**src/pkg/bem_map.svh**
```systemverilog
`ifndef BEM_MAP_SVH
`define BEM_MAP_SVH

// ----------------------------------------
// Register byte addresses
// ----------------------------------------
`define BEM_ADDR_ENABLE   32'hFF40_0000
`define BEM_ADDR_STAT1    32'hFF40_0004
`define BEM_ADDR_STAT2    32'hFF40_0008
`define BEM_ADDR_NOTIFY   32'hFF40_000C
`define BEM_ADDR_WORD     32'hFFFF_FFFC
`define BEM_RESET_VAL     32'h0000_0000
`define BEM_RESV_MASK     32'hF306_6323

// ----------------------------------------
// Field positions
// ----------------------------------------
`define BEM_EN_CLR_BIT    31
`define BEM_EN_TO_BIT     18
`define BEM_EN_IGA_BIT    17
`define BEM_S1_TO_BIT     14
`define BEM_S1_IL_BIT     13
`define BEM_S1_MST_LSB    8
`define BEM_S2_ETO_BIT    30
`define BEM_S2_EER_BIT    29
`define BEM_S2_EMST_LSB   24
`define BEM_S2_OER_BIT    13
`define BEM_S2_OMST_LSB   8
`define BEM_S2_PERIPH2_ILLEGAL_FLAG_BIT   5
`define BEM_S2_SHMST_LSB  0
`define BEM_NT_CPU_BIT    31
`define BEM_NT_DST_BIT    30
`define BEM_NT_SRC_BIT    28

// ----------------------------------------
// Master codes, bus answers, timing
// ----------------------------------------
`define BEM_MST_CPU       2'h0
`define BEM_MST_DST       2'h1
`define BEM_MST_SRC       2'h3
`define BEM_RESP_OKAY     2'h0
`define BEM_RESP_SLVERR   2'h2
`define BEM_TIMEOUT_CYCLES 1024

// ----------------------------------------
// Address regions
// ----------------------------------------
`define BEM_EXT_HI        32'h4FFF_FFFF
`define BEM_CACHE_LO      32'hF000_0000
`define BEM_CACHE_HI      32'hF5FF_FFFF
`define BEM_P1_LO         32'hFF40_0000
`define BEM_P1_HI         32'hFF5F_FFFF
`define BEM_RAM_LO        32'hFFF8_0000
`define BEM_RAM_HI        32'hFFFB_FFFF
`define BEM_P2_LO         32'hFFFC_0000

`endif

```
**src/pkg/bem_pkg.sv**
```systemverilog
`include "bem_map.svh"
`default_nettype none

package bem_pkg;

  // ----------------------------------------
  // Types
  // ----------------------------------------
  typedef enum logic [2:0] {
    BEM_RGN_EXT, BEM_RGN_P1, BEM_RGN_P2, BEM_RGN_OTH, BEM_RGN_FREE
  } bem_rgn_t;

  typedef enum logic [2:0] {
    BEM_SEL_EN, BEM_SEL_ST1, BEM_SEL_ST2, BEM_SEL_NTF, BEM_SEL_NONE
  } bem_sel_t;

  typedef enum logic [1:0] {
    BEM_W_IDLE, BEM_W_BUSY, BEM_W_CANCEL
  } bem_wst_t;

  // ----------------------------------------
  // Decoders
  // ----------------------------------------
  function automatic bem_rgn_t bem_region(input logic [31:0] a);
    if (a <= `BEM_EXT_HI) begin
      return BEM_RGN_EXT;
    end else if (a >= `BEM_CACHE_LO && a <= `BEM_CACHE_HI) begin
      return BEM_RGN_FREE;
    end else if (a >= `BEM_P1_LO && a <= `BEM_P1_HI) begin
      return BEM_RGN_P1;
    end else if (a >= `BEM_RAM_LO && a <= `BEM_RAM_HI) begin
      return BEM_RGN_FREE;
    end else if (a >= `BEM_P2_LO) begin
      return BEM_RGN_P2;
    end else begin
      return BEM_RGN_OTH;
    end
  endfunction

  function automatic bem_sel_t bem_decode(input logic [31:0] a);
    if ((a & `BEM_ADDR_WORD) == `BEM_ADDR_ENABLE) begin
      return BEM_SEL_EN;
    end else if ((a & `BEM_ADDR_WORD) == `BEM_ADDR_STAT1) begin
      return BEM_SEL_ST1;
    end else if ((a & `BEM_ADDR_WORD) == `BEM_ADDR_STAT2) begin
      return BEM_SEL_ST2;
    end else if ((a & `BEM_ADDR_WORD) == `BEM_ADDR_NOTIFY) begin
      return BEM_SEL_NTF;
    end else begin
      return BEM_SEL_NONE;
    end
  endfunction

endpackage

`default_nettype wire

```
**src/verilog/bem_watch.sv**
```systemverilog
`include "bem_map.svh"
`default_nettype none

module bem_watch #(
  parameter int unsigned TIMEOUT_CYCLES = `BEM_TIMEOUT_CYCLES,
  localparam int unsigned CW = $clog2(TIMEOUT_CYCLES + 1)
) (
  input  wire logic              clk,
  input  wire logic              rst_n,
  input  wire logic              stby,
  input  wire logic              timeout_detect_en,
  input  wire logic              illegal_access_detect_en,
  input  wire logic              acc_req,
  input  wire logic [31:0]       acc_addr,
  input  wire logic [1:0]        acc_master,
  input  wire logic              acc_ack,
  input  wire logic              acc_decerr,
  output var  logic              evt,
  output var  logic              evt_to,
  output var  logic              evt_il,
  output var  bem_pkg::bem_rgn_t evt_rgn,
  output var  logic [1:0]        evt_mst,
  output var  logic              cancel
);

  // ----------------------------------------
  // Access tracking
  // ----------------------------------------
  bem_pkg::bem_wst_t st_q, st_d;
  bem_pkg::bem_rgn_t rgn_q, rgn_d, cur_rgn, ergn_d;
  logic [1:0]        mst_q, mst_d, cur_mst, emst_d;
  logic [CW-1:0]     cnt_q, cnt_d;
  logic              evt_d, to_d, il_d, cancel_d, il_hit, to_hit;

  always_comb begin
    st_d     = st_q;
    rgn_d    = rgn_q;
    mst_d    = mst_q;
    cnt_d    = cnt_q;
    il_hit   = 1'b0;
    to_hit   = 1'b0;
    cur_rgn  = (st_q == bem_pkg::BEM_W_IDLE) ? bem_pkg::bem_region(acc_addr) : rgn_q;
    cur_mst  = (st_q == bem_pkg::BEM_W_IDLE) ? acc_master : mst_q;
    case (st_q)
      bem_pkg::BEM_W_IDLE: begin
        if (acc_req) begin
          rgn_d  = cur_rgn;
          mst_d  = acc_master;
          cnt_d  = CW'(1);
          il_hit = (cur_rgn == bem_pkg::BEM_RGN_OTH) ||
                   (acc_ack && acc_decerr && cur_rgn != bem_pkg::BEM_RGN_FREE);
          if (!acc_ack) begin
            st_d = bem_pkg::BEM_W_BUSY;
          end
        end
      end
      bem_pkg::BEM_W_BUSY: begin
        // Saturates so a frozen access with detection off never wraps
        if (cnt_q < CW'(TIMEOUT_CYCLES)) begin
          cnt_d = cnt_q + CW'(1);
        end
        if (acc_ack) begin
          st_d   = bem_pkg::BEM_W_IDLE;
          il_hit = acc_decerr && rgn_q != bem_pkg::BEM_RGN_FREE &&
                   rgn_q != bem_pkg::BEM_RGN_OTH;
        end else if (timeout_detect_en && cnt_q >= CW'(TIMEOUT_CYCLES)) begin
          to_hit = 1'b1;
          st_d   = bem_pkg::BEM_W_CANCEL;
        end
      end
      bem_pkg::BEM_W_CANCEL: begin
        if (!acc_req) begin
          st_d = bem_pkg::BEM_W_IDLE;
        end
      end
      default: begin
        st_d = bem_pkg::BEM_W_IDLE;
      end
    endcase
    il_hit   = il_hit && illegal_access_detect_en;
    evt_d    = il_hit || to_hit;
    to_d     = to_hit;
    il_d     = il_hit && !to_hit;
    cancel_d = to_hit;
    ergn_d   = evt_d ? cur_rgn : evt_rgn;
    emst_d   = evt_d ? cur_mst : evt_mst;
    if (stby) begin
      st_d     = bem_pkg::BEM_W_IDLE;
      cnt_d    = '0;
      evt_d    = 1'b0;
      to_d     = 1'b0;
      il_d     = 1'b0;
      cancel_d = 1'b0;
    end
  end

  always_ff @(posedge clk or negedge rst_n) begin
    if (!rst_n) begin
      st_q    <= bem_pkg::BEM_W_IDLE;
      rgn_q   <= bem_pkg::BEM_RGN_EXT;
      mst_q   <= `BEM_MST_CPU;
      cnt_q   <= '0;
      evt     <= 1'b0;
      evt_to  <= 1'b0;
      evt_il  <= 1'b0;
      evt_rgn <= bem_pkg::BEM_RGN_EXT;
      evt_mst <= `BEM_MST_CPU;
      cancel  <= 1'b0;
    end else begin
      st_q    <= st_d;
      rgn_q   <= rgn_d;
      mst_q   <= mst_d;
      cnt_q   <= cnt_d;
      evt     <= evt_d;
      evt_to  <= to_d;
      evt_il  <= il_d;
      evt_rgn <= ergn_d;
      evt_mst <= emst_d;
      cancel  <= cancel_d;
    end
  end

  // ----------------------------------------
  // Checks
  // ----------------------------------------
  AST_CANCEL_IS_TIMEOUT: assert property (
    @(posedge clk) disable iff (!rst_n) cancel |-> evt && evt_to && !evt_il)
    else $error("cancel without a timeout event");

  AST_TIMEOUT_AGE: assert property (
    @(posedge clk) disable iff (!rst_n)
    cancel |-> $past(st_q) == bem_pkg::BEM_W_BUSY && $past(cnt_q) == CW'(TIMEOUT_CYCLES))
    else $error("timeout at wrong access age");

  AST_TIMEOUT_DETECT_EN_OFF: assert property (
    @(posedge clk) disable iff (!rst_n) cancel |-> $past(timeout_detect_en))
    else $error("timeout while detection disabled");

  AST_IGA_OFF: assert property (
    @(posedge clk) disable iff (!rst_n) evt_il |-> $past(illegal_access_detect_en))
    else $error("illegal access flagged while disabled");

  AST_FREE_NO_ILLEGAL: assert property (
    @(posedge clk) disable iff (!rst_n) evt_il |-> evt_rgn != bem_pkg::BEM_RGN_FREE)
    else $error("illegal access flagged in cache or RAM space");

endmodule

`default_nettype wire

```
**src/verilog/bem_top.sv**
```systemverilog
`include "bem_map.svh"
`default_nettype none

// Operation
// - Enabled detector finding illegal access or timeout raises bus error interrupt
// - A timeout also pulses the access-cancel output
// - Power-on reset or deep standby returns every register to zero
// - Writing one to status-clear empties status; zero or reading does nothing
// - Timeout-detect enable switches timeout detection; resets off
// - Illegal-access-detect enable switches illegal detection; resets off
// - Peripheral-one timeout flag shows first error was a timeout there
// - Peripheral-one illegal flag shows first error was illegal access there
// - Master field: 00 CPU, 01 DMA destination, 11 DMA source
// - Addresses up to 4FFF_FFFF belong to the external bus
// - FF40_0000 to FF5F_FFFF belong to peripheral bus one
// - FFFC_0000 upward belongs to peripheral bus two
// - Other reserved space belongs to the others bus
// - Cache and RAM space never give illegal errors; adjoining reserved space does
// - Reserved bits read zero; software writes zero
// - Second status holds external, peripheral-two and others first error
// - Per-master notify enables gate reporting; reset to not notified
module bem_top #(
  parameter int unsigned TIMEOUT_CYCLES = `BEM_TIMEOUT_CYCLES
) (
  input  wire logic        CLK,
  input  wire logic        RST_N,
  input  wire logic        DEEP_STANDBY,
  input  wire logic        ACC_REQ,
  input  wire logic [31:0] ACC_ADDR,
  input  wire logic [1:0]  ACC_MASTER,
  input  wire logic        ACC_ACK,
  input  wire logic        ACC_DECERR,
  output var  logic        ACC_CANCEL,
  output var  logic        BUS_ERR_IRQ,
  input  wire logic [31:0] S_AXI_AWADDR,
  input  wire logic        S_AXI_AWVALID,
  output var  logic        S_AXI_AWREADY,
  input  wire logic [31:0] S_AXI_WDATA,
  input  wire logic [3:0]  S_AXI_WSTRB,
  input  wire logic        S_AXI_WVALID,
  output var  logic        S_AXI_WREADY,
  output var  logic [1:0]  S_AXI_BRESP,
  output var  logic        S_AXI_BVALID,
  input  wire logic        S_AXI_BREADY,
  input  wire logic [31:0] S_AXI_ARADDR,
  input  wire logic        S_AXI_ARVALID,
  output var  logic        S_AXI_ARREADY,
  output var  logic [31:0] S_AXI_RDATA,
  output var  logic [1:0]  S_AXI_RRESP,
  output var  logic        S_AXI_RVALID,
  input  wire logic        S_AXI_RREADY
);

  // ----------------------------------------
  // Access watcher
  // ----------------------------------------
  logic              w_evt, w_to, w_il;
  bem_pkg::bem_rgn_t w_rgn;
  logic [1:0]        w_mst;
  logic              timeout_detect_en_q, illegal_access_detect_en_q;

  bem_watch #(
    .TIMEOUT_CYCLES (TIMEOUT_CYCLES)
  ) u_watch (
    .clk        (CLK),
    .rst_n      (RST_N),
    .stby       (DEEP_STANDBY),
    .timeout_detect_en       (timeout_detect_en_q),
    .illegal_access_detect_en      (illegal_access_detect_en_q),
    .acc_req    (ACC_REQ),
    .acc_addr   (ACC_ADDR),
    .acc_master (ACC_MASTER),
    .acc_ack    (ACC_ACK),
    .acc_decerr (ACC_DECERR),
    .evt        (w_evt),
    .evt_to     (w_to),
    .evt_il     (w_il),
    .evt_rgn    (w_rgn),
    .evt_mst    (w_mst),
    .cancel     (ACC_CANCEL)
  );

  // ----------------------------------------
  // AXI4-Lite slave
  // ----------------------------------------
  logic              aw_pend_q, aw_pend_d, w_pend_q, w_pend_d;
  logic [31:0]       awaddr_q, awaddr_d, wdata_q, wdata_d;
  logic [3:0]        wstrb_q, wstrb_d;
  logic              bvalid_q, bvalid_d, rvalid_q, rvalid_d;
  logic [1:0]        bresp_q, bresp_d, rresp_q, rresp_d;
  logic [31:0]       rdata_q, rdata_d, rd_word;
  logic              wr_go;
  bem_pkg::bem_sel_t wsel, rsel;

  assign S_AXI_AWREADY = !aw_pend_q && !bvalid_q;
  assign S_AXI_WREADY  = !w_pend_q && !bvalid_q;
  assign S_AXI_ARREADY = !rvalid_q;
  assign S_AXI_BVALID  = bvalid_q;
  assign S_AXI_BRESP   = bresp_q;
  assign S_AXI_RVALID  = rvalid_q;
  assign S_AXI_RRESP   = rresp_q;
  assign S_AXI_RDATA   = rdata_q;
  assign wsel          = bem_pkg::bem_decode(awaddr_q);
  assign rsel          = bem_pkg::bem_decode(S_AXI_ARADDR);
  // Write executes only once both halves are held, one cycle after the later
  assign wr_go         = aw_pend_q && w_pend_q && !bvalid_q;

  always_comb begin
    aw_pend_d = aw_pend_q;
    awaddr_d  = awaddr_q;
    w_pend_d  = w_pend_q;
    wdata_d   = wdata_q;
    wstrb_d   = wstrb_q;
    bvalid_d  = bvalid_q;
    bresp_d   = bresp_q;
    rvalid_d  = rvalid_q;
    rresp_d   = rresp_q;
    rdata_d   = rdata_q;
    if (S_AXI_AWVALID && S_AXI_AWREADY) begin
      aw_pend_d = 1'b1;
      awaddr_d  = S_AXI_AWADDR;
    end
    if (S_AXI_WVALID && S_AXI_WREADY) begin
      w_pend_d = 1'b1;
      wdata_d  = S_AXI_WDATA;
      wstrb_d  = S_AXI_WSTRB;
    end
    if (wr_go) begin
      aw_pend_d = 1'b0;
      w_pend_d  = 1'b0;
      bvalid_d  = 1'b1;
      bresp_d   = (wsel == bem_pkg::BEM_SEL_NONE) ? `BEM_RESP_SLVERR : `BEM_RESP_OKAY;
    end else if (bvalid_q && S_AXI_BREADY) begin
      bvalid_d = 1'b0;
    end
    if (S_AXI_ARVALID && S_AXI_ARREADY) begin
      rvalid_d = 1'b1;
      rdata_d  = rd_word;
      rresp_d  = (rsel == bem_pkg::BEM_SEL_NONE) ? `BEM_RESP_SLVERR : `BEM_RESP_OKAY;
    end else if (rvalid_q && S_AXI_RREADY) begin
      rvalid_d = 1'b0;
    end
  end

  always_ff @(posedge CLK or negedge RST_N) begin
    if (!RST_N) begin
      aw_pend_q <= 1'b0;
      awaddr_q  <= `BEM_RESET_VAL;
      w_pend_q  <= 1'b0;
      wdata_q   <= `BEM_RESET_VAL;
      wstrb_q   <= 4'h0;
      bvalid_q  <= 1'b0;
      bresp_q   <= `BEM_RESP_OKAY;
      rvalid_q  <= 1'b0;
      rresp_q   <= `BEM_RESP_OKAY;
      rdata_q   <= `BEM_RESET_VAL;
    end else begin
      aw_pend_q <= aw_pend_d;
      awaddr_q  <= awaddr_d;
      w_pend_q  <= w_pend_d;
      wdata_q   <= wdata_d;
      wstrb_q   <= wstrb_d;
      bvalid_q  <= bvalid_d;
      bresp_q   <= bresp_d;
      rvalid_q  <= rvalid_d;
      rresp_q   <= rresp_d;
      rdata_q   <= rdata_d;
    end
  end

  // ----------------------------------------
  // Control registers
  // ----------------------------------------
  logic       timeout_detect_en_d, illegal_access_detect_en_d, clr;
  logic [2:0] ntf_q, ntf_d;

  always_comb begin
    timeout_detect_en_d  = timeout_detect_en_q;
    illegal_access_detect_en_d = illegal_access_detect_en_q;
    ntf_d   = ntf_q;
    clr     = 1'b0;
    if (wr_go && wsel == bem_pkg::BEM_SEL_EN) begin
      if (wstrb_q[2]) begin
        timeout_detect_en_d  = wdata_q[`BEM_EN_TO_BIT];
        illegal_access_detect_en_d = wdata_q[`BEM_EN_IGA_BIT];
      end
      clr = wstrb_q[3] && wdata_q[`BEM_EN_CLR_BIT];
    end
    if (wr_go && wsel == bem_pkg::BEM_SEL_NTF && wstrb_q[3]) begin
      ntf_d = {wdata_q[`BEM_NT_SRC_BIT], wdata_q[`BEM_NT_DST_BIT],
               wdata_q[`BEM_NT_CPU_BIT]};
    end
    if (DEEP_STANDBY) begin
      timeout_detect_en_d  = 1'b0;
      illegal_access_detect_en_d = 1'b0;
      ntf_d   = 3'h0;
      clr     = 1'b1;
    end
  end

  always_ff @(posedge CLK or negedge RST_N) begin
    if (!RST_N) begin
      timeout_detect_en_q  <= 1'b0;
      illegal_access_detect_en_q <= 1'b0;
      ntf_q   <= 3'h0;
    end else begin
      timeout_detect_en_q  <= timeout_detect_en_d;
      illegal_access_detect_en_q <= illegal_access_detect_en_d;
      ntf_q   <= ntf_d;
    end
  end

  // ----------------------------------------
  // First-error capture and interrupt
  // ----------------------------------------
  logic              cap_v_q, cap_v_d, cap_to_q, cap_to_d, cap_il_q, cap_il_d;
  logic [1:0]        cap_mst_q, cap_mst_d;
  bem_pkg::bem_rgn_t cap_rgn_q, cap_rgn_d;
  logic              irq_d, ntf_hit;

  always_comb begin
    cap_v_d   = cap_v_q;
    cap_to_d  = cap_to_q;
    cap_il_d  = cap_il_q;
    cap_mst_d = cap_mst_q;
    cap_rgn_d = cap_rgn_q;
    if (clr) begin
      cap_v_d   = 1'b0;
      cap_to_d  = 1'b0;
      cap_il_d  = 1'b0;
      cap_mst_d = `BEM_MST_CPU;
      cap_rgn_d = bem_pkg::BEM_RGN_EXT;
    end
    // A new error in the clearing cycle wins over the clear
    if (w_evt && (!cap_v_q || clr) && !DEEP_STANDBY) begin
      cap_v_d   = 1'b1;
      cap_to_d  = w_to;
      cap_il_d  = w_il;
      cap_mst_d = w_mst;
      cap_rgn_d = w_rgn;
    end
    case (cap_mst_d)
      `BEM_MST_CPU: ntf_hit = ntf_d[0];
      `BEM_MST_DST: ntf_hit = ntf_d[1];
      `BEM_MST_SRC: ntf_hit = ntf_d[2];
      default:      ntf_hit = 1'b0;
    endcase
    irq_d = cap_v_d && ntf_hit;
  end

  always_ff @(posedge CLK or negedge RST_N) begin
    if (!RST_N) begin
      cap_v_q     <= 1'b0;
      cap_to_q    <= 1'b0;
      cap_il_q    <= 1'b0;
      cap_mst_q   <= `BEM_MST_CPU;
      cap_rgn_q   <= bem_pkg::BEM_RGN_EXT;
      BUS_ERR_IRQ <= 1'b0;
    end else begin
      cap_v_q     <= cap_v_d;
      cap_to_q    <= cap_to_d;
      cap_il_q    <= cap_il_d;
      cap_mst_q   <= cap_mst_d;
      cap_rgn_q   <= cap_rgn_d;
      BUS_ERR_IRQ <= irq_d;
    end
  end

  // ----------------------------------------
  // Read data
  // ----------------------------------------
  always_comb begin
    rd_word = `BEM_RESET_VAL;
    if (rsel == bem_pkg::BEM_SEL_EN) begin
      rd_word[`BEM_EN_TO_BIT]  = timeout_detect_en_q;
      rd_word[`BEM_EN_IGA_BIT] = illegal_access_detect_en_q;
    end else if (rsel == bem_pkg::BEM_SEL_ST1) begin
      if (cap_rgn_q == bem_pkg::BEM_RGN_P1) begin
        rd_word[`BEM_S1_TO_BIT] = cap_to_q;
        rd_word[`BEM_S1_IL_BIT] = cap_il_q;
        rd_word[`BEM_S1_MST_LSB +: 2] = cap_mst_q;
      end
    end else if (rsel == bem_pkg::BEM_SEL_ST2) begin
      if (cap_rgn_q == bem_pkg::BEM_RGN_EXT) begin
        rd_word[`BEM_S2_ETO_BIT] = cap_to_q;
        rd_word[`BEM_S2_EER_BIT] = cap_il_q;
        rd_word[`BEM_S2_EMST_LSB +: 2] = cap_mst_q;
      end else if (cap_rgn_q == bem_pkg::BEM_RGN_OTH) begin
        rd_word[`BEM_S2_OER_BIT] = cap_il_q;
        rd_word[`BEM_S2_OMST_LSB +: 2] = cap_mst_q;
      end else if (cap_rgn_q == bem_pkg::BEM_RGN_P2) begin
        rd_word[`BEM_S2_PERIPH2_ILLEGAL_FLAG_BIT] = cap_il_q;
        rd_word[`BEM_S2_SHMST_LSB +: 2] = cap_mst_q;
      end
    end else if (rsel == bem_pkg::BEM_SEL_NTF) begin
      rd_word[`BEM_NT_CPU_BIT] = ntf_q[0];
      rd_word[`BEM_NT_DST_BIT] = ntf_q[1];
      rd_word[`BEM_NT_SRC_BIT] = ntf_q[2];
    end
  end

  // ----------------------------------------
  // Checks
  // ----------------------------------------
  AST_STANDBY_CLEARS: assert property (
    @(posedge CLK) disable iff (!RST_N)
    DEEP_STANDBY |=> !timeout_detect_en_q && !illegal_access_detect_en_q && ntf_q == 3'h0 && !cap_v_q && !BUS_ERR_IRQ)
    else $error("deep standby left state behind");

  AST_CLEAR_EMPTIES: assert property (
    @(posedge CLK) disable iff (!RST_N)
    clr && !w_evt |=> !cap_v_q && !BUS_ERR_IRQ ##1 !BUS_ERR_IRQ || cap_v_q)
    else $error("status clear did not empty status");

  AST_FIRST_HELD: assert property (
    @(posedge CLK) disable iff (!RST_N)
    cap_v_q && !clr |=> cap_v_q && $stable(cap_mst_q) && $stable(cap_rgn_q)
                        && $stable(cap_to_q) && $stable(cap_il_q))
    else $error("first error overwritten");

  AST_IRQ_RAISED: assert property (
    @(posedge CLK) disable iff (!RST_N)
    w_evt && !cap_v_q && !DEEP_STANDBY && !wr_go && w_mst == `BEM_MST_CPU && ntf_q[0]
    |=> BUS_ERR_IRQ ##1 (BUS_ERR_IRQ || $past(clr) || $past(DEEP_STANDBY) || $past(wr_go)))
    else $error("notified error raised no interrupt");

  AST_IRQ_NEEDS_ENABLE: assert property (
    @(posedge CLK) disable iff (!RST_N)
    BUS_ERR_IRQ |-> cap_v_q && ntf_q != 3'h0)
    else $error("interrupt without captured, notified error");

  AST_RESERVED_ZERO: assert property (
    @(posedge CLK) disable iff (!RST_N)
    S_AXI_RVALID |-> (S_AXI_RDATA & ~`BEM_RESV_MASK) == `BEM_RESET_VAL)
    else $error("reserved bits read nonzero");

endmodule

`default_nettype wire

```
**config.mk**
```make
export PLATFORM = sky130hd
export DESIGN_NAME = bem_top
export DESIGN_NICKNAME = d
export VERILOG_FILES = /design/src/pkg/bem_pkg.sv /design/src/verilog/bem_watch.sv /design/src/verilog/bem_top.sv
export VERILOG_INCLUDE_DIRS = /design/src /design/src/pkg
export SDC_FILE = /design/constraint.sdc
export NUM_CORES = 1
export LEC_CHECK = 0
export BUFFER_PORTS_ARGS = -buffer_cell sky130_fd_sc_hd__buf_2
export CORE_UTILIZATION = 40
export DETAILED_ROUTE_END_ITERATION = 12
export PLACE_DENSITY = 0.64
export SYNTH_ARGS = -nofsm -noshare
export SYNTH_HDL_FRONTEND = slang
export SYNTH_SLANG_ARGS = --single-unit
```
**constraint.sdc**
```tcl
create_clock -name CLK -period 5.56 [get_ports CLK]
set_input_delay 0.834 -clock CLK [delete_from_list [all_inputs] [get_ports CLK]]
set_output_delay 0.834 -clock CLK [all_outputs]
set_load 0.1 [all_outputs]
```
# --- Word-level counts from Yosys, hierarchy flattened ---
# Index checks and enable logic that the tools add are counted.
totals:
  register_bits: 131
  in_bits: 145
  output_inout_bits: 43
  elab_cells: 226
classes:
  addsub: 1
  n_lt_le_gt_ge: 10
  n_eq_ne: 30
  mux: 104
  reduce_logical: 53
ops:
  columns: ["operator", "n"]
  rows:
  - ["$eq A30 B30 Y1 const B", 8]
  - ["$ge A32 B32 Y1 const B", 4]
  - ["$le A32 B32 Y1 const B", 3]
  - ["$mux W2", 32]
  - ["$mux W3", 17]
  - ["$mux W1", 46]
  - ["$mux W11", 3]
  - ["$le A32 B31 Y1 const B", 1]
  - ["$logic_and A1 B1 Y1", 26]
  - ["$pmux W11 S2", 1]
  - ["$eq A3 B2 Y1 const B", 6]
  - ["$ne A3 B3 Y1 const B", 5]
  - ["$reduce_bool A2 Y1", 7]
  - ["$add A11 B1 Y11 const B", 1]
  - ["$ge A11 B11 Y1 const B", 1]
  - ["$lt A11 B11 Y1 const B", 1]
  - ["$logic_not A3 Y1", 3]
  - ["$mux W4", 2]
  - ["$logic_not A1 Y1", 7]
  - ["$eq A3 B1 Y1 const B", 2]
  - ["$eq A3 B3 Y1 const B", 2]
  - ["$ne A3 B2 Y1 const B", 2]
  - ["$pmux W2 S3", 1]
  - ["$eq A2 B1 Y1 const B", 2]
  - ["10 further kinds", 15]

# --- Logic depth before layout (Yosys ltp) ---
# Gate-level depths: netlist of the first run.
logic_depth:
  depth_word: 16
  ltp_mapped: 7
  ltp_nobuf: 6

# --- By module ---
# Synthesis of the first run repeated with hierarchy kept, for this count alone.
unflattened:
  hier_cells: 406
  area_unflattened_um2: 4673.2
modules_own_cells:
  columns: ["mod", "n_inst", "cells_each", "area_each_um2", "seq_area_each_um2"]
  rows:
  - ["bem_top", 1, 259, 3268.1, 1801.7]
  - ["bem_watch", 1, 147, 1405.1, 650.6]

# --- Least setup slack after synthesis of the first run ---
# Ideal clock, no wire load.
synth_path:
  kind: "flip-flop to flip-flop"
  start: "register bvalid_q, in the netlist S_AXI_BVALID"
  end: "register awaddr_q[10]"
  setup_ns: 0.125
  t_arrival_ns: 3.203
  required_ns: 5.435
  setup_slack_ns: 2.232
  stages_incl_launch_ff: 5
  cell_sequence: "dfrtp_1 > nor2_1 > and2_1 > clkbuf_1 > mux2_2"
synth_via:
  elab_chain_cells: 3
synth_rtl:
  columns: ["element", "line", "source"]
  rows:
  - ["start: declaration", "bem_top.sv:89", "logic bvalid_q, bvalid_d, rvalid_q, rvalid_d;"]
  - ["start signal: assignment", "bem_top.sv:163", "bvalid_q <= bvalid_d;"]
  - ["$logic_not A1 Y1", "bem_top.sv:95", "assign S_AXI_AWREADY = !aw_pend_q && !bvalid_q;"]
  - ["$logic_and A1 B1 Y1", "bem_top.sv:95", null]
  - ["named net S_AXI_AWREADY", "bem_top.sv:37", "output var logic S_AXI_AWREADY,"]
  - ["$logic_and A1 B1 Y1", "bem_top.sv:119", "if (S_AXI_AWVALID && S_AXI_AWREADY) begin"]
  - ["end signal: assignment", "bem_top.sv:148", "awaddr_q <= `BEM_RESET_VAL;"]
  - ["end signal: assignment", "bem_top.sv:159", "awaddr_q <= awaddr_d;"]
  - ["end: declaration", "bem_top.sv:87", "logic [31:0] awaddr_q, awaddr_d, wdata_q, wdata_d;"]
# The timed path passes the listed nets, and every way through them passes these cells.
# A chain may end at the register's enable or synchronous reset.

# --- Worst setup path after layout of the first run ---
layout_path:
  start: "register awaddr_q[19]"
  end: "register BUS_ERR_IRQ"
layout_via:
  elab_chain_cells: 16
  word_cells_on_any_way: 29
  cone_classes: "7 x eq/ne; 13 x mux; 9 x reduce/logical"
layout_rtl:
  columns: ["element", "line", "source"]
  rows:
  - ["$eq A30 B30 Y1 (no line)", null, null]
  - ["$mux W3", "bem_pkg.sv:47", "end else if ((a & `BEM_ADDR_WORD) == `BEM_ADDR_NOTIFY) begin"]
  - ["$mux W3", "bem_pkg.sv:45", "end else if ((a & `BEM_ADDR_WORD) == `BEM_ADDR_STAT2) begin"]
  - ["$mux W3", "bem_pkg.sv:43", "end else if ((a & `BEM_ADDR_WORD) == `BEM_ADDR_STAT1) begin"]
  - ["$mux W3 (*)", "bem_pkg.sv:41", "if ((a & `BEM_ADDR_WORD) == `BEM_ADDR_ENABLE) begin"]
  - ["$logic_not A3 Y1", "bem_top.sv:182", "if (wr_go && wsel == bem_pkg::BEM_SEL_EN) begin"]
  - ["$logic_and A1 B1 Y1", "bem_top.sv:182", null]
  - ["$mux W1", "bem_top.sv:182", null]
  - ["$mux W1", "bem_top.sv:193", "if (DEEP_STANDBY) begin"]
  - ["$logic_or A1 B1 Y1", "bem_top.sv:235", "if (w_evt && (!cap_v_q || clr) && !DEEP_STANDBY) begin"]
  - ["$logic_and A1 B1 Y1 (2 in a row)", "bem_top.sv:235", null]
  - ["$mux W2", "bem_top.sv:235", null]
  - ["$eq A2 B2 Y1, or another cell as far along", "bem_top.sv:242", "case (cap_mst_d)"]
  - ["$pmux W1 S3", "bem_top.sv:242", null]
  - ["$logic_and A1 B1 Y1 (*)", "bem_top.sv:248", "irq_d = cap_v_d && ntf_hit;"]
  - ["named net irq_d", "bem_top.sv:219", "logic irq_d, ntf_hit;"]
  - ["end signal: assignment", "bem_top.sv:265", "BUS_ERR_IRQ <= irq_d;"]
  - ["end: declaration", "bem_top.sv:34", "output var logic BUS_ERR_IRQ,"]
# Mark *: on every way through the listed nets, which the timed path passes. The rest lies on a longest branch.

==> results.py, run 1 <==
metrics = {
    "sta": {
        "period_minus_slack_ns": 2.83,
        "worst_pin_slew_ns": 1.04,
        "skew_ns": 0.0116,
        "setup_viol": 0,
        "finalCritPeriodShare": 0.508,
        "rsz0062_at_grt": "false",
        "maxSlewHeadroom": 0.307,
        "drv_slew": 0,
        "hold_viol": 0,
        "fmax_ghz": 0.354,
        "tns_ns": 0,
    },
    "global_routing": {
        "grt_max_degree": 84,
        "antenna_found_initial": 0,
        "overflow": 0,
        "grt_pass1_vias": 3329,
        "track_usage": 0.169,
        "grt_pass1_wl_um": 15500,
    },
    "clock_tree": {
        "cts_tree": "built",
        "clk_latency_ns": 0.34,
        "post-cts-setup-buffers": 0,
        "path_clk_slew_ns": 0.07,
        "cts.hold.buffers_added": 0,
        "clock-sinks": 98,
        "clock_path_buffers": 2,
        "htreeDepth": 3,
        "cts_buffers": 9,
        "cts-resized-gates": 0,
        "clockRootBuffer": "clkbuf_16",
    },
    "min_path": {
        "hold_class": "primary input to asynchronous set/reset pin",
    },
    "power_and_ir_drop": {
        "p_sw_frac": 0.307,
        "p_seq_frac": 0.453,
        "power_density_nw_per_um2": 388,
        "switchingPower_mw": 0.657,
        "peakVddDrop_mv": 0.224,
        "p_comb_frac": 0.242,
        "total_leakage_power_nw": 2.60,
        "internal_power_mw": 1.48,
        "power_mw": 2.14,
        "clkPwrFrac": 0.305,
    },
    "synth": {
        "synth_async_sr_flop_share": 1.00,
        "syn_avg_cell_area_sq_um": 11.2,
        "ys_types": 49,
        "netlist_instances": 404,
        "ys_seq_area_frac": 0.540,
        "ys_warn_count": 0,
        "ys_ff_latch": 98,
        "synth_area_sq_um": 4540,
        "dominantRegCellSynth": "dfrtp_1",
        "synth-edff-count": 0,
    },
    "cells_and_area": {
        "design_area_sq_um": 5520,
        "antenna_cells": 0,
        "area_growth_pct": 21.6,
        "drive_gt1_frac": 0.351,
        "final_nets": 668,
    },
    "place": {
        "port-buffer-count": 117,
        "placed_area_sq_um": 5200,
        "dp_hpwl_um": 7170,
        "gp_routability_congestion": 0.818,
    },
    "critical_path": {
        "crit_buf_inv": 0,
        "crit_arrival_ns": 3.03,
        "worstSetupEndpointType": "register",
        "cp_slowest_cell": "nor4_1",
        "critPathTopFamily": "simple AND/OR/NAND/NOR gates",
        "crit_chain": "or4_1 > nor4_1 > nand3_1 > a31oi_1 > a2bb2oi_1 > a211oi_1",
        "start_kind": "register",
        "worstPathRequired_ns": 5.77,
        "cp_max_fo": 4,
        "slowest_delay_ns": 0.65,
        "critPathKind": "register to register",
    },
    "floorplanning": {
        "ios": 188,
        "start_util": 0.415,
        "rows": 38,
        "dieWidth_um": 109,
        "dieHeight_um": 109,
        "die-area_sq_um": 11800,
        "coreArea_sq_um": 10900,
    },
    "drt": {
        "vias_per_cell": 5.21,
        "drt-total-wl_um": 9510,
        "wl_per_cell_um": 14.3,
        "drtIter0Drc": 111,
        "ant_nets": 0,
        "drc": 0,
        "first_pass_iters": 4,
        "vias": 3473,
    },
    "status": {
        "status": "finished clean",
    },
    "run": {
        "drv_cap": 0,
    },
}
cell usage in the layout, fill, tap and decap left out, types with 11 or more instances in the layout:
cell	Yosys	layout
a21oi_1	16	16
a22o_1	19	19
buf_2	0	116
conb_1	1	19
dfrtp_1	98	98
inv_1	11	11
mux2_2	46	46
nand2_1	25	25
nand3_1	12	12
nor2_1	30	30
nor4_1	11	11
o21ai_0	14	14
cells by family (layout without fill, tap and decap cells):
kind of cell,after synthesis,count (layout),share of synthesized area
and+or+nand+nor,134,134,0.162
DFF,98,98,0.540
buffers and inverters,41,146,0.0496
muxes,51,51,0.125
AOI/OAI and AO/OA,76,76,0.116
other,1,19,0.000826
adders and majority gates,1,1,0.00276
xor gates and xnor gates,2,2,0.00386
cells in the mapped netlist (2+ instances only):
library cell,n,area share
a211oi_1,2,0.0033
a21oi_1,16,0.018
a22o_1,19,0.037
a31oi_1,4,0.0055
and2_1,3,0.0041
and3_1,9,0.012
and4_1,5,0.0096
buf_4,19,0.031
clkbuf_1,11,0.0091
dfrtp_1,98,0.54
inv_1,11,0.0091
mux2_2,46,0.11
mux2i_1,5,0.011
nand2_1,25,0.021
nand2b_1,5,0.0069
nand3_1,12,0.013
nand4_1,7,0.0096
nor2_1,30,0.025
nor2b_1,4,0.0055
nor3_1,3,0.0033
nor4_1,11,0.015
nor4b_1,4,0.0077
o2111ai_1,3,0.0058
o21ai_0,14,0.015
o22ai_1,3,0.0041
o31ai_1,8,0.013
or2_1,2,0.0028
or3_1,3,0.0041
or4_1,2,0.0033
power groups by stage:
stage	Combinational (mW)	Sequential (mW)	Clock, mW
2_1_floorplan	0.403	0.984	0
3_5_place_dp	0.524	0.983	0
6_report	0.518	0.969	0.654
5_1_grt	0.560	0.992	0.699
4_1_cts	0.525	0.970	0.671
3_3_place_gp	0.510	0.973	0
worst paths after layout:
path,endpoint,cells past startpoint,slack [ns],from
min in group CLK,S_AXI_RDATA[14],2,0.48,S_AXI_RDATA[14]
worst min register to register,S_AXI_RDATA[14],2,0.48,S_AXI_RDATA[14]
worst max register to register,BUS_ERR_IRQ,6,2.73,awaddr_q[19]
worst min-delay path,awaddr_q[20],1,0.34,RST_N
worst max-delay path,BUS_ERR_IRQ,6,2.73,awaddr_q[19]
max in group asynchronous,ntf_q[0],2,3.94,RST_N
metal layers:
metal / part of all wire / wire length [um] / track usage / vias up
li1: - / - / - / 1692
met1: 0.45 / 4290 / 0.217 / 1666
met2: 0.48 / 4540 / 0.279 / 104
met3: 0.059 / 565 / 0.0428 / 11
met4: 0.013 / 127 / 0.0560 / 0
met5: 0 / 0 / 0 / -
area by class of cell:
cell class,instances,area [sq um]
clock buffer,10,229
inverter,11,41.3
fill,984,5410
tap,140,175
multi-input combinational,283,1930
sequential,98,2450
clock inverter,6,90.1
timing repair buffer,119,603
sequential cells by signal, indices dropped and copies added (netlist names), 3 cells and up:
signal and cells:
ntf_q 3, cap_rgn_q 3, awaddr_q 30, wdata_q 5
u_watch.evt_rgn 3, u_watch.rgn_q 3, S_AXI_RDATA 15, u_watch.cnt_q 11
stage by stage:
| stage | util | setup WS (ns) | hold WS, ns | std cells |
|---|---|---|---|---|
| 3_5_place_dp | 0.476 | 2.40 | 0.455 | 651 |
| 6_report | 0.505 | 2.73 | 0.335 | 667 |
| 3_3_place_gp | 0.476 | 2.35 | 0.454 | 651 |
| 2_1_floorplan | - | 2.23 | 0.442 | 422 |
| 5_1_grt | 0.505 | 2.45 | 0.335 | 667 |
| 4_1_cts | 0.505 | 2.69 | 0.335 | 667 |
Power figures use the tool's default switching activity.
==> inputs of run 2 (changes only) <==
PLACE_DENSITY = 0.67   (was 0.64)
clock period = 2.4 ns   (was 5.56 ns; I/O delays follow)
==> results.py, run 2 (same netlist as run 1, synthesis figures left out) <==
metrics = {
    "clock_tree": {
        "cts_buffers": 9,
        "clk_latency_ns": 0.33,
        "clock_path_buffers": 2,
        "clock-sinks": 98,
        "path_clk_slew_ns": 0.07,
        "htreeDepth": 3,
        "clockRootBuffer": "clkbuf_16",
        "cts_tree": "built",
    },
    "cells_and_area": {
        "design_area_sq_um": 5670,
        "fillers": 996,
        "layout_commonest_cell": "buf_2",
        "drive_gt1_frac": 0.386,
        "largest_reg_flops": 30,
        "layout_common_cells": "116 x buf_2, 96 x dfrtp_1, 46 x mux2_2",
        "instances_no_fill": 682,
        "regMostFlops": "awaddr_q",
        "antenna_cells": 0,
        "final_nets": 683,
        "area_growth_pct": 24.9,
    },
    "global_routing": {
        "grt_max_degree": 43,
        "overflow": 0,
        "grt_pass1_vias": 3552,
        "track_usage": 0.179,
        "antenna_found_initial": 1,
        "grt_pass1_wl_um": 16400,
    },
    "place": {
        "dp_hpwl_um": 7690,
        "gp_routability_congestion": 0.810,
        "placed_area_sq_um": 5340,
        "dp_cells": 665,
        "dpl_worst_slack_ns": -0.128,
        "port-buffer-count": 117,
    },
    "floorplanning": {
        "rows": 38,
        "start_util": 0.415,
        "dieWidth_um": 109,
        "die-area_sq_um": 11800,
        "dieHeight_um": 109,
        "ios": 188,
        "coreArea_sq_um": 10900,
    },
    "run": {
        "drv_cap": 0,
    },
    "min_path": {
        "hold_class": "primary input to register",
        "hold-path-endpoint": "S_AXI_BVALID",
        "holdPathStages": 2,
        "min_from": "S_AXI_BREADY",
    },
    "sta": {
        "drv_slew": 0,
        "period_minus_slack_ns": 2.40,
        "worst_pin_slew_ns": 0.736,
        "final.setup.worst_slack_ns": 0.00155,
        "finalCritPeriodShare": 0.999,
        "setup_viol": 0,
        "hold-worst-slack_ns": 0.194,
        "maxSlewHeadroom": 0.505,
        "hold_viol": 0,
        "fmax_ghz": 0.417,
        "rsz0062_at_grt": "true",
        "skew_ns": 0.00684,
    },
    "drt": {
        "drc": 0,
        "drt-total-wl_um": 9980,
        "vias": 3543,
        "ant_nets": 0,
        "first_pass_iters": 6,
        "vias_per_cell": 5.20,
        "drtIter0Drc": 136,
        "wl_per_cell_um": 14.6,
    },
    "critical_path": {
        "cp_slowest_cell": "or4_4",
        "reg2reg_from": "awaddr_q[19]",
        "reg2regPathDepth": 6,
        "r2r_end": "BUS_ERR_IRQ",
        "start_kind": "register",
        "rrSetupSlack_ns": 0.002,
        "path_common_cell": "or4_4",
        "crit_chain": "or4_4 > or4_4 > o31ai_4 > a31oi_1 > or3_1 > a211oi_2",
        "slowest_delay_ns": 0.54,
        "worstSetupEndpointType": "register",
        "crit_arrival_ns": 2.64,
        "cp_max_fo": 4,
        "critPathKind": "register to register",
        "worstPathRequired_ns": 2.64,
    },
    "power_and_ir_drop": {
        "peakVddDrop_mv": 0.509,
        "power_density_nw_per_um2": 858,
        "total_leakage_power_nw": 2.68,
    },
    "status": {
        "status": "finished clean",
    },
}
==> run 2: cell types whose count changed in the layout (fill, tap and decap cells not counted), sizes merged <==
cell	change
clkinv	+1
clkbuf	+1
buf	+14
dlygate4sd3	+1
bufinv	-2
==> run 2: area by class of cell <==
| cell class | instances | area (sq um) | area share |
|---|---|---|---|
| multi-input combinational | 283 | 1990 | 0.351 |
| clock buffer | 11 | 243 | 0.0428 |
| clock inverter | 5 | 38.8 | 0.00684 |
| timing repair buffer | 134 | 731 | 0.129 |
| tap | 140 | 175 | 0.0309 |
| inverter | 11 | 41.3 | 0.00728 |
| sequential | 98 | 2450 | 0.433 |
==> run 2: critical path, delay by kind of cell (launching register included) <==
kind             cells  cell delay [ns]
flip-flops           1             0.38
AND/OR/NAND/NOR      3             1.41
AO/OA/AOI/OAI        3             0.53
==> run 2: metrics by stage <==
step                      power [mW]  setup TNS [ns]   util
after floorplan                 3.24               0      -
after global placement          3.47         -0.0928  0.488
after global routing            5.15         -0.0721  0.519
after CTS                       4.90               0  0.516
final                           4.87               0  0.519
after detailed placement        3.54          -0.128  0.488
==> run 2: worst max path at each step <==
stage,start,end,slack (ns),depth (start not counted)
floorplan,awaddr_q[19],BUS_ERR_IRQ,0.03,6
global placement,awaddr_q[19],BUS_ERR_IRQ,-0.09,6
detailed placement,awaddr_q[19],BUS_ERR_IRQ,-0.13,6
finish,awaddr_q[19],BUS_ERR_IRQ,0.002,6
CTS,awaddr_q[19],BUS_ERR_IRQ,0.002,6
global route,awaddr_q[19],BUS_ERR_IRQ,-0.07,7
==> run 2: layer usage <==
layer,vias to the layer above,track usage,routed length [um]
met2,100,0.322,5190
met4,2,0.0463,95
li1,1714,-,-
met5,-,0,13
met3,9,0.0368,486
met1,1718,0.216,4190
==> run 2: power breakdown <==
part | total, mW | switching [mW] | internal [mW]
clock | 1.35 | 0.613 | 0.737
combinational | 1.24 | 0.720 | 0.524
sequential | 2.27 | 0.245 | 2.03
total | 4.87 | 1.58 | 3.29
==> run 2: timing repair <==
action | CTS | global route
buffers inserted | 0 | 0
endpoints found under the hold margin | 33 | 0
resized for setup | 2 | 6
pin swaps | 1 | 1
hold buffers | 1 | 0
setup endpoints to repair | 1 | 1
